## src/owl_defines.svh

```systemverilog
`ifndef OWL_DEFINES_SVH
`define OWL_DEFINES_SVH

// Reference clock rate
`define OWL_CLK_MHZ 200

// Line timing in microseconds
`define OWL_T_BREAK_DET_US 170
`define OWL_T_BIT_THR_US 68
`define OWL_T_DW1_US 40
`define OWL_T_DW0_US 112
`define OWL_T_CYCD_US 205
`define OWL_T_CYCD_MIN_US 190
`define OWL_T_CYCD_MAX_US 250
`define OWL_T_DW1_MIN_US 32
`define OWL_T_DW1_MAX_US 50
`define OWL_T_DW0_MIN_US 80
`define OWL_T_DW0_MAX_US 145
`define OWL_T_RSPS_US 190
`define OWL_T_BUS_RST_US 1900000

// Microseconds to reference clock cycles
`define OWL_US2CYC(us) ((us) * `OWL_CLK_MHZ)

// Counter widths
`define OWL_TX_CNT_W 16
`define OWL_CNT_W 32

`endif

```

## src/owl_pkg.sv

```systemverilog
package owl_pkg;
  typedef enum logic [1:0] {
    OWL_ST_IDLE = 2'h0,
    OWL_ST_LOW = 2'h1,
    OWL_ST_TX = 2'h2
  } owl_state_t;

  typedef enum logic [1:0] {
    OWL_TX_IDLE = 2'h0,
    OWL_TX_LOW = 2'h1,
    OWL_TX_REL = 2'h3
  } owl_tx_state_t;
endpackage : owl_pkg

```

## src/owl_tx_if.sv

```systemverilog
`timescale 1ns/10ps
`default_nettype none
interface owl_tx_if;
  logic start;
  logic bit_val;
  logic ready;
  logic busy;
  logic drive;

  modport ctl (output start, output bit_val, input ready, input busy, input drive);
  modport drv (input start, input bit_val, output ready, output busy, output drive);
endinterface : owl_tx_if
`default_nettype wire

```

## src/owl_tx.sv

```systemverilog
`timescale 1ns/10ps
`default_nettype none
`include "owl_defines.svh"
module owl_tx #(
  parameter int DW1_CYC = `OWL_US2CYC(`OWL_T_DW1_US),
  parameter int DW0_CYC = `OWL_US2CYC(`OWL_T_DW0_US),
  parameter int CYC_CYC = `OWL_US2CYC(`OWL_T_CYCD_US)
) (
  input wire logic i_ref_clk,
  input wire logic i_rst,
  owl_tx_if.drv tx
);
  import owl_pkg::*;

  localparam logic [`OWL_TX_CNT_W-1:0] DW1_LAST = `OWL_TX_CNT_W'(DW1_CYC - 1);
  localparam logic [`OWL_TX_CNT_W-1:0] DW0_LAST = `OWL_TX_CNT_W'(DW0_CYC - 1);
  localparam logic [`OWL_TX_CNT_W-1:0] CYC_LAST = `OWL_TX_CNT_W'(CYC_CYC - 1);

  owl_tx_state_t state, next_state;
  logic [`OWL_TX_CNT_W-1:0] cnt, next_cnt;
  logic bit_q, next_bit_q;

  assign tx.ready = (state == OWL_TX_IDLE) || (state == OWL_TX_REL && cnt == CYC_LAST);
  assign tx.busy = (state != OWL_TX_IDLE);
  assign tx.drive = (state == OWL_TX_LOW);

  always_comb
  begin
    next_state = state;
    next_cnt = cnt + `OWL_TX_CNT_W'(1);
    next_bit_q = bit_q;
    unique case (state)
      OWL_TX_IDLE:
      begin
        next_cnt = '0;
      end
      OWL_TX_LOW:
      begin
        // Short low for a one, long low for a zero
        if (cnt == (bit_q ? DW1_LAST : DW0_LAST))
        begin
          next_state = OWL_TX_REL;
        end
      end
      OWL_TX_REL:
      begin
        // Whole bit cycle lasts the nominal period
        if (cnt == CYC_LAST)
        begin
          next_state = OWL_TX_IDLE;
          next_cnt = '0;
        end
      end
      default:
      begin
        next_state = OWL_TX_IDLE;
        next_cnt = '0;
      end
    endcase
    if (tx.start && tx.ready)
    begin
      next_state = OWL_TX_LOW;
      next_cnt = '0;
      next_bit_q = tx.bit_val;
    end
  end

  always_ff @(posedge i_ref_clk or posedge i_rst)
  begin
    if (i_rst)
    begin
      state <= OWL_TX_IDLE;
      cnt <= '0;
      bit_q <= 1'b0;
    end
    else
    begin
      state <= next_state;
      cnt <= next_cnt;
      bit_q <= next_bit_q;
    end
  end

  // Helper counters for the checks below
  logic [`OWL_CNT_W-1:0] low_run;
  logic [`OWL_CNT_W-1:0] since_fall;
  logic drive_q;
  always_ff @(posedge i_ref_clk or posedge i_rst)
  begin
    if (i_rst)
    begin
      low_run <= '0;
      since_fall <= '0;
      drive_q <= 1'b0;
    end
    else
    begin
      drive_q <= tx.drive;
      low_run <= tx.drive ? low_run + `OWL_CNT_W'(1) : '0;
      since_fall <= (tx.drive && !drive_q) ? `OWL_CNT_W'(1) : since_fall + `OWL_CNT_W'(1);
    end
  end

  tx_one_width_a: assert property (@(posedge i_ref_clk) disable iff (i_rst)
    (!tx.drive && drive_q && bit_q) |->
      (low_run >= `OWL_CNT_W'(`OWL_US2CYC(`OWL_T_DW1_MIN_US)))
      && (low_run <= `OWL_CNT_W'(`OWL_US2CYC(`OWL_T_DW1_MAX_US))))
    else $error("Device one pulse width out of range");

  tx_zero_width_a: assert property (@(posedge i_ref_clk) disable iff (i_rst)
    (!tx.drive && drive_q && !bit_q) |->
      (low_run >= `OWL_CNT_W'(`OWL_US2CYC(`OWL_T_DW0_MIN_US)))
      && (low_run <= `OWL_CNT_W'(`OWL_US2CYC(`OWL_T_DW0_MAX_US))))
    else $error("Device zero pulse width out of range");

  tx_cycle_time_a: assert property (@(posedge i_ref_clk) disable iff (i_rst)
    (state == OWL_TX_REL && tx.start && tx.ready) |=>
      (since_fall >= `OWL_CNT_W'(`OWL_US2CYC(`OWL_T_CYCD_MIN_US)))
      && (since_fall <= `OWL_CNT_W'(`OWL_US2CYC(`OWL_T_CYCD_MAX_US))))
    else $error("Device bit cycle out of range");
endmodule : owl_tx
`default_nettype wire

```

## src/owl_link.sv

```systemverilog
`timescale 1ns/10ps
`default_nettype none
`include "owl_defines.svh"
module owl_link #(
  parameter int BREAK_CYC = `OWL_US2CYC(`OWL_T_BREAK_DET_US),
  parameter int THR_CYC = `OWL_US2CYC(`OWL_T_BIT_THR_US),
  parameter int RSPS_CYC = `OWL_US2CYC(`OWL_T_RSPS_US),
  parameter int BUS_RST_CYC = `OWL_US2CYC(`OWL_T_BUS_RST_US),
  parameter int DW1_CYC = `OWL_US2CYC(`OWL_T_DW1_US),
  parameter int DW0_CYC = `OWL_US2CYC(`OWL_T_DW0_US),
  parameter int CYC_CYC = `OWL_US2CYC(`OWL_T_CYCD_US)
) (
  input wire logic i_ref_clk,
  input wire logic i_rst,
  input wire logic i_line,
  output logic o_line_out,
  output logic o_line_oe_n,
  input wire logic i_tx_valid,
  input wire logic i_tx_bit,
  output logic o_tx_ready,
  output logic o_tx_busy,
  output logic o_rx_valid,
  output logic o_rx_bit,
  output logic o_break,
  output logic o_bus_reset,
  output owl_pkg::owl_state_t o_state
);
  import owl_pkg::*;

  localparam logic [`OWL_CNT_W-1:0] BREAK_LIM = `OWL_CNT_W'(BREAK_CYC);
  localparam logic [`OWL_CNT_W-1:0] THR_LIM = `OWL_CNT_W'(THR_CYC);
  localparam logic [`OWL_CNT_W-1:0] RSPS_LIM = `OWL_CNT_W'(RSPS_CYC);
  localparam logic [`OWL_CNT_W-1:0] RST_LIM = `OWL_CNT_W'(BUS_RST_CYC);
  localparam logic [`OWL_CNT_W-1:0] CNT_MAX = '1;

  owl_tx_if tx ();

  owl_tx #(
    .DW1_CYC(DW1_CYC),
    .DW0_CYC(DW0_CYC),
    .CYC_CYC(CYC_CYC)
  ) u_tx (
    .i_ref_clk(i_ref_clk),
    .i_rst(i_rst),
    .tx(tx)
  );

  owl_state_t state, next_state;
  logic [`OWL_CNT_W-1:0] low_len, next_low_len;
  logic [`OWL_CNT_W-1:0] gap, next_gap;
  logic rst_seen, next_rst_seen;
  logic rx_valid, next_rx_valid;
  logic rx_bit, next_rx_bit;
  logic brk, next_brk;
  logic bus_rst, next_bus_rst;
  logic tx_ok;

  // Device responds only after a quiet gap, or chains straight into its next bit
  assign tx_ok = tx.ready
    && ((state == OWL_ST_IDLE && i_line && gap >= RSPS_LIM) || state == OWL_ST_TX);
  assign tx.start = i_tx_valid && tx_ok;
  assign tx.bit_val = i_tx_bit;

  assign o_tx_ready = tx_ok;
  assign o_tx_busy = tx.busy;
  assign o_line_out = 1'b0;
  assign o_line_oe_n = ~tx.drive;
  assign o_rx_valid = rx_valid;
  assign o_rx_bit = rx_bit;
  assign o_break = brk;
  assign o_bus_reset = bus_rst;
  assign o_state = state;

  always_comb
  begin
    next_state = state;
    next_low_len = low_len;
    next_gap = (gap == CNT_MAX) ? gap : gap + `OWL_CNT_W'(1);
    next_rst_seen = rst_seen;
    next_rx_valid = 1'b0;
    next_rx_bit = rx_bit;
    next_brk = 1'b0;
    next_bus_rst = 1'b0;
    unique case (state)
      OWL_ST_IDLE:
      begin
        if (tx.start)
        begin
          next_state = OWL_ST_TX;
        end
        else if (!i_line)
        begin
          next_state = OWL_ST_LOW;
          next_low_len = `OWL_CNT_W'(1);
        end
      end
      OWL_ST_LOW:
      begin
        if (low_len != CNT_MAX)
        begin
          next_low_len = low_len + `OWL_CNT_W'(1);
        end
        // Continuous low drops any half-received state
        // Only a line still low at the limit counts; a release on that edge is a plain break
        if (low_len == RST_LIM - `OWL_CNT_W'(1) && !rst_seen && !i_line)
        begin
          next_bus_rst = 1'b1;
          next_rst_seen = 1'b1;
        end
        if (i_line)
        begin
          next_state = OWL_ST_IDLE;
          next_gap = '0;
          next_rst_seen = 1'b0;
          if (!rst_seen)
          begin
            if (low_len >= BREAK_LIM)
            begin
              next_brk = 1'b1;
            end
            else
            begin
              next_rx_valid = 1'b1;
              next_rx_bit = (low_len < THR_LIM);
            end
          end
        end
      end
      OWL_ST_TX:
      begin
        // Own pulses are not received; quiet gap restarts when the transmitter goes idle at the end of the bit cycle
        if (!tx.busy)
        begin
          next_state = OWL_ST_IDLE;
          next_gap = '0;
        end
      end
      default:
      begin
        next_state = OWL_ST_IDLE;
      end
    endcase
  end

  always_ff @(posedge i_ref_clk or posedge i_rst)
  begin
    if (i_rst)
    begin
      state <= OWL_ST_IDLE;
      low_len <= '0;
      gap <= '0;
      rst_seen <= 1'b0;
      rx_valid <= 1'b0;
      rx_bit <= 1'b0;
      brk <= 1'b0;
      bus_rst <= 1'b0;
    end
    else
    begin
      state <= next_state;
      low_len <= next_low_len;
      gap <= next_gap;
      rst_seen <= next_rst_seen;
      rx_valid <= next_rx_valid;
      rx_bit <= next_rx_bit;
      brk <= next_brk;
      bus_rst <= next_bus_rst;
    end
  end

  line_low_only_a: assert property (@(posedge i_ref_clk) disable iff (i_rst)
    !o_line_oe_n |-> (o_line_out == 1'b0) && (state == OWL_ST_TX))
    else $error("Line driven other than low by transmitter");

  resp_gap_a: assert property (@(posedge i_ref_clk) disable iff (i_rst)
    (state == OWL_ST_IDLE && tx.start) |-> ($past(gap) >= RSPS_LIM - `OWL_CNT_W'(1))
      && $past(i_line))
    else $error("Response started before quiet gap elapsed");

  bus_reset_a: assert property (@(posedge i_ref_clk) disable iff (i_rst)
    o_bus_reset |-> (low_len == RST_LIM) && $past(!i_line))
    else $error("Bus reset at wrong low length");

  rx_one_a: assert property (@(posedge i_ref_clk) disable iff (i_rst)
    (o_rx_valid && o_rx_bit) |-> ($past(low_len) < THR_LIM))
    else $error("Long pulse taken as one");

  rx_zero_a: assert property (@(posedge i_ref_clk) disable iff (i_rst)
    (o_rx_valid && !o_rx_bit) |-> ($past(low_len) >= THR_LIM) && ($past(low_len) < BREAK_LIM))
    else $error("Zero pulse width misclassified");

  rx_quiet_tx_a: assert property (@(posedge i_ref_clk) disable iff (i_rst)
    $past(state == OWL_ST_TX) && $past(tx.busy) |-> !o_rx_valid && !o_break)
    else $error("Own transmission received as host bit");
endmodule : owl_link
`default_nettype wire

```

## config.mk

```make
export PLATFORM = sky130hd
export DESIGN_NAME = owl_link
export DESIGN_NICKNAME = d
export VERILOG_FILES = /design/src/owl_pkg.sv /design/src/owl_tx_if.sv /design/src/owl_tx.sv /design/src/owl_link.sv
export VERILOG_INCLUDE_DIRS = /design/src
export SDC_FILE = /design/constraint.sdc
export NUM_CORES = 1
export LEC_CHECK = 0
export BUFFER_PORTS_ARGS = -buffer_cell sky130_fd_sc_hd__clkbuf_2
export CORE_ASPECT_RATIO = 0.8
export CORE_MARGIN = 2
export CORE_UTILIZATION = 40
export DETAILED_ROUTE_END_ITERATION = 10
export PLACE_DENSITY = 0.64
export SKIP_CTS_REPAIR_TIMING = 1
export SYNTH_ARGS = -nofsm -noshare
export SYNTH_HDL_FRONTEND = slang
export SYNTH_SLANG_ARGS = --single-unit
```

## constraint.sdc

```tcl
create_clock -name i_ref_clk -period 2.7 [get_ports i_ref_clk]
set_input_delay 0.54 -clock i_ref_clk [delete_from_list [all_inputs] [get_ports i_ref_clk]]
set_output_delay 0.54 -clock i_ref_clk [all_outputs]
set_load 0.005 [all_outputs]
```

# After elaboration in Yosys (flattened, before gate mapping)
# Index checks and enable logic that the tools add are counted.
# op_classes
n_reduce_logical,22
magnitude_cmp,3
mul,0
mux,33
n_shift,0
n_bitwise,3
n_div,0
n_eq_ne,18
add_sub_neg,3
# op_table
operator,n
$mux W32,6
$pmux W32 S2,2
$add A32 B1 Y32 const B,2
$ge A32 B16 Y1 const B,2
$eq A32 B29 Y1 const B,1
$eq A32 B32 Y1 const B,1
$lt A32 B14 Y1 const B,1
$mux W16,2
$ne A32 B32 Y1 const B,1
$pmux W16 S2,1
$add A16 B1 Y16 const B,1
$eq A16 B16 Y1,1
$eq A16 B16 Y1 const B,1
$mux W15,1
$mux W2,7
$mux W1,12
$ne A2 B2 Y1 const B,6
$pmux W2 S3,2
$logic_and A1 B1 Y1,8
$reduce_and A4 Y1,2
$reduce_and A3 Y1,2
$reduce_bool A2 Y1,3
$eq A2 B1 Y1 const B,2
$eq A2 B2 Y1 const B,2
other kinds (8),13
# word_totals
mem_count,0
wordCells,93
latch_bits,0
reg_bits,90
ramBits,0
output_inout_bits,10
romBits,0

# Logic depth before layout (Yosys ltp)
# depth
ltp_word,9
mapped_depth,10
depth_no_buf,8

# Hierarchy
# From an unflattened synthesis, not the netlist that was laid out.
# unflattened
hier_cells,630
hier_area_um2,5579.1
# modules_own_cells
module,n_inst,seq_area_each_um2,cells_per_inst,area_each_um2
owl_link,1,1776.7,515,4519.3
owl_tx,1,475.5,115,1059.8

# Least setup slack after synthesis
# OpenSTA, ideal clock, no wires.
# synth_path
path_type,reg2reg
from,register u_tx.cnt[3]
to,register u_tx.bit_q
required_ns,2.575
t_arrival_ns,1.970
path_slack_ns,0.605
stages_incl_launch_ff,7
synth_period_minus_slack_ns,2.095
n_path_buf,0
cell_sequence,dfrtp_1 > or4_1 > nor3_2 > a31oi_2 > a21oi_1 > and2_1 > mux2_2
# synth_via
elab_chain_cells,6
# synth_rtl
element,line,rtl
"start, declared",owl_tx.sv:20,"logic [`OWL_TX_CNT_W-1:0] cnt, next_cnt;"
"start signal, assigned",owl_tx.sv:79,cnt <= next_cnt;
$eq A16 B16 Y1,owl_tx.sv:23,assign tx.ready = (state == OWL_TX_IDLE) || (state == OWL_TX_REL && cnt == CYC_LAST);
$logic_and A1 B1 Y1,owl_tx.sv:23,
$logic_or A1 B1 Y1,owl_tx.sv:23,
$logic_and A1 B1 Y1,owl_link.sv:60,&& ((state == OWL_ST_IDLE && i_line && gap >= RSPS_LIM) || state == OWL_ST_TX);
net o_tx_ready,owl_link.sv:20,"output logic o_tx_ready,"
$logic_and A1 B1 Y1,owl_link.sv:61,assign tx.start = i_tx_valid && tx_ok;
$logic_and A1 B1 Y1,owl_tx.sv:60,if (tx.start && tx.ready)
"end signal, assigned",owl_tx.sv:80,bit_q <= next_bit_q;
"end, declared",owl_tx.sv:21,"logic bit_q, next_bit_q;"
# The timed path passes the listed nets, and every way through them passes these cells.
# A chain may end at the register's enable or synchronous reset.

# Worst setup path in the final report
# layout_path
from,register u_tx.cnt[3]
to,output o_tx_ready
# layout_via
elab_chain_cells,4
# layout_rtl
element,line
$eq A16 B16 Y1,owl_tx.sv:23
$logic_and A1 B1 Y1,owl_tx.sv:23
$logic_or A1 B1 Y1,owl_tx.sv:23
$logic_and A1 B1 Y1,owl_link.sv:60
"end, declared",owl_link.sv:20
# Every way passes these cells.

==> metrics <==
sequential cell area fraction in the yosys report 44.2%; Final period util 94.9%; buffering stage count on the worst path with inverters included 1; clock root cell clkbuf_16; CTS clk-pin slew, worst paths 60 ps; Total GRT Usage 18.2%; number of flops mapped to enable cells by yosys 0; number of vias after detailed routing 4265; number of global-route vias before repair 4049; synthesis-to-layout area growth 11.4%; combinational family with the most area after synthesis simple AND/OR/NAND/NOR gates; final hold viol count 0; Slowest cell on crit path or4_1; count of standard-cell rows 36; Yosys warnings 0; I/O pins 15; total die area 13700 um2; non-filler instance count after layout 743; Via-to-Cell Ratio 5.74; Max Cap Viol 0; worst-path cell chain or4_1 > nor3_2 > a31oi_2 > a21oi_1 > clkbuf_2; fmax 0.390 GHz; number of buffers added by the clock tree synthesis step 9; r2r worst-path depth 7; flops & latches, synth 90; # fillers 1155; post-synthesis share of cell area spent on and, or, nand and nor gates 27.4%; area of the core 12300 um2; status finished clean; maximum number of pins on one net before global-route repair 47; area of placed instances 5320 um2; post-synthesis net count 567; mux share of post-synthesis cell area 0.835%; chip height 105 um; initial antenna violation count 0; RSZ-0062 raised after global routing no; path category of the worst min-delay check primary input to asynchronous set/reset pin; type of the worst setup path flop to output port; proportion of register bits with asynchronous set or reset after synthesis 100%; Detail Route Antenna Nets 0; number of buffers added on ports 13; worst flop-to-flop path startpoint u_tx.cnt[3]$_DFF_PP0_; number of remaining DRC errors 0; Worst R2R End low_len[6]$_DFFE_PP0P_; number of detailed-routing iterations run before antenna repair 5; power per unit of standard cell area 662 nW/um2; diode insertion count for antenna repair 0; static leakage 2.35 nW; CTS Buffer Depth 2; accumulated negative setup slack 0 ps; source-to-sink clock delay at the later pin of the worst-skew pair 340 ps; Setup Viol. Count Final 0; top flip-flop cell by instance count after synthesis dfrtp_1; 1st-iter DRT viols 342; maximum VDD drop 0.360 mV; crit-path leading delay family simple AND/OR/NAND/NOR gates; synthesized area per cell 9.20 um2; Pwr Total 3.76 mW; Avg WL per Cell 15.7 um; required time reported for the critical path endpoint 2160 ps; share of final-layout standard cells stronger than drive strength 1 11.7%; Final Routed Wirelength 11.7 mm; kind of end point of the critical path output port; global-route wire length before repair 19.9 mm; Die Width 130 um; TritonCTS clock tree done; startpoint kind of the worst setup timing path flop; Worst Clk Skew 5.41 ps; critical path fanouts, max 4; delay of the slowest cell on the worst path 550 ps; utilization after layout 46.2%; register-to-register setup slack 450 ps; total congestion overflow 0; compound-gate portion of the synthesized area 15.2%; initial cell density of the core 41.4%; routability congestion estimate from global placement 0.875; unique cell type count in the Yosys netlist 61; Slew HR 54.4%; adder and majority cell fraction of the synthesized area 1.96%; Cells after DPL 727; sinks on the clock net 90; number of H-tree levels 3; total count of max-transition violations in the final report 0; synthesized instance count 554; post-route standard cell area excluding fillers 5680 um2; Final #Nets 580; time the final worst path needs with I/O delays and setup 2560 ps; pin slew with the least headroom to its limit 677 ps; endpoint arrival time on the critical path 2020 ps; post-synthesis xor/xnor area fraction 5.84%; post-DP HPWL 8.20 mm; post-synthesis instance area 5100 um2
## flip-flops by register name, summed over array words and instances (netlist names)
signal / cells
gap: 32
low_len: 32
o_break: 1
o_bus_reset: 1
o_rx_bit: 1
o_rx_valid: 1
o_state: 2
rst_seen: 1
u_tx.bit_q: 1
u_tx.cnt: 16
u_tx.state: 2
## cell usage after synthesis (13+ instances only)
library cell | count | area, um2
o31ai_1 | 20 | 150
inv_1 | 14 | 52.6
a21oi_1 | 21 | 105
dfrtp_1 | 90 | 2250
xor2_1 | 24 | 210
nand2_1 | 42 | 158
and2_1 | 13 | 81.3
and3_1 | 16 | 100
o21ai_0 | 38 | 190
nor2_1 | 61 | 229
nand3_1 | 30 | 150
nand4_1 | 36 | 225
## power by group
part / internal (mW) / switching [mW] / total (mW) / leakage [nW]
Combinational: 0.295 / 0.517 / 0.812 / 0.957
Sequential: 1.40 / 0.0630 / 1.47 / 1.22
Clock: 0.956 / 0.525 / 1.48 / 0.169
Total: 2.66 / 1.10 / 3.76 / 2.35
## area by class of cell
class                           count  area [um2]  area share, %
Clock inverter                      4        97.6           1.72
Tap cell                          171         214           3.77
Timing Repair Buffer               27         183           3.22
Clock buffer                       12         256           4.52
Multi-Input combinational cell    425        2620           46.1
Inverter                           14        56.3          0.991
Sequential cell                    90        2250           39.7
## worst max path at each step
stage                           startpoint                      to  slack [ps]  cells after the start
finish               u_tx.cnt[3]$_DFF_PP0_              o_tx_ready         140                      5
global route        o_state[0]$_DFFE_PP0P_              o_tx_ready          20                      7
CTS                 o_state[0]$_DFFE_PP0P_              o_tx_ready          60                      7
detailed placement  o_state[0]$_DFFE_PP0P_              o_tx_ready         450                      7
global placement    o_state[0]$_DFFE_PP0P_              o_tx_ready         500                      7
floorplan            u_tx.cnt[3]$_DFF_PP0_  u_tx.bit_q$_DFFE_PP0N_         600                      6
## metrics by stage
step | setup WS [ps] | hold slack, ps
global route | 24.3 | 201
detailed placement | 446 | 459
finish | 137 | 189
floorplan | 605 | 433
CTS | 63.9 | 187
global placement | 495 | 453
## worst register-to-register path, stage by stage (launching register included)
cell,delay [ps]
dfrtp_1,410
or4_1,550
nor3_2,220
a31oi_2,170
o2111ai_2,190
buf_4,340
o21ai_0,190
o31ai_1,90
## layout by cell type (no fill, tap or decap), types with 3 or more instances in the layout
| cell type | synthesis | routed |
|---|---|---|
| a21oi_1 | 21 | 21 |
| and2_1 | 13 | 13 |
| and3_1 | 16 | 16 |
| and4_1 | 5 | 5 |
| buf_4 | 2 | 13 |
| bufinv_16 | 0 | 3 |
| clkbuf_16 | 0 | 9 |
| clkbuf_2 | 1 | 13 |
| dfrtp_1 | 90 | 90 |
| ha_1 | 8 | 7 |
| inv_1 | 14 | 13 |
| nand2_1 | 42 | 41 |
| nand2b_1 | 3 | 3 |
| nand3_1 | 30 | 30 |
| nand4_1 | 36 | 36 |
| nor2_1 | 61 | 61 |
| nor2b_1 | 3 | 3 |
| nor3_1 | 9 | 9 |
| nor4_1 | 12 | 12 |
| o21a_1 | 9 | 9 |
| o21ai_0 | 38 | 38 |
| o31ai_1 | 20 | 20 |
| o41ai_1 | 7 | 7 |
| or2_2 | 3 | 3 |
| or3_1 | 9 | 9 |
| or4_1 | 3 | 3 |
| xnor2_1 | 10 | 10 |
| xor2_1 | 24 | 24 |
## metal layers
metal | global-route usage (%) | part of all wire (%) | up-vias
li1 | - | - | 2059
met1 | 26.5 | 50 | 2117
met2 | 27.2 | 45 | 79
met3 | 3.79 | 4.0 | 10
met4 | 4.99 | 1.1 | 0
met5 | 0 | 0 | -
## cell families after synthesis
family | after synthesis
AO/OA/AOI/OAI | 118
buffers and inverters | 39
AND/OR/NAND/NOR | 260
other | 1
flip-flops | 90
adder cells (fa/ha/maj) | 8
XOR/XNOR | 34
multiplexers | 4
Power figures use the tool's default switching activity.
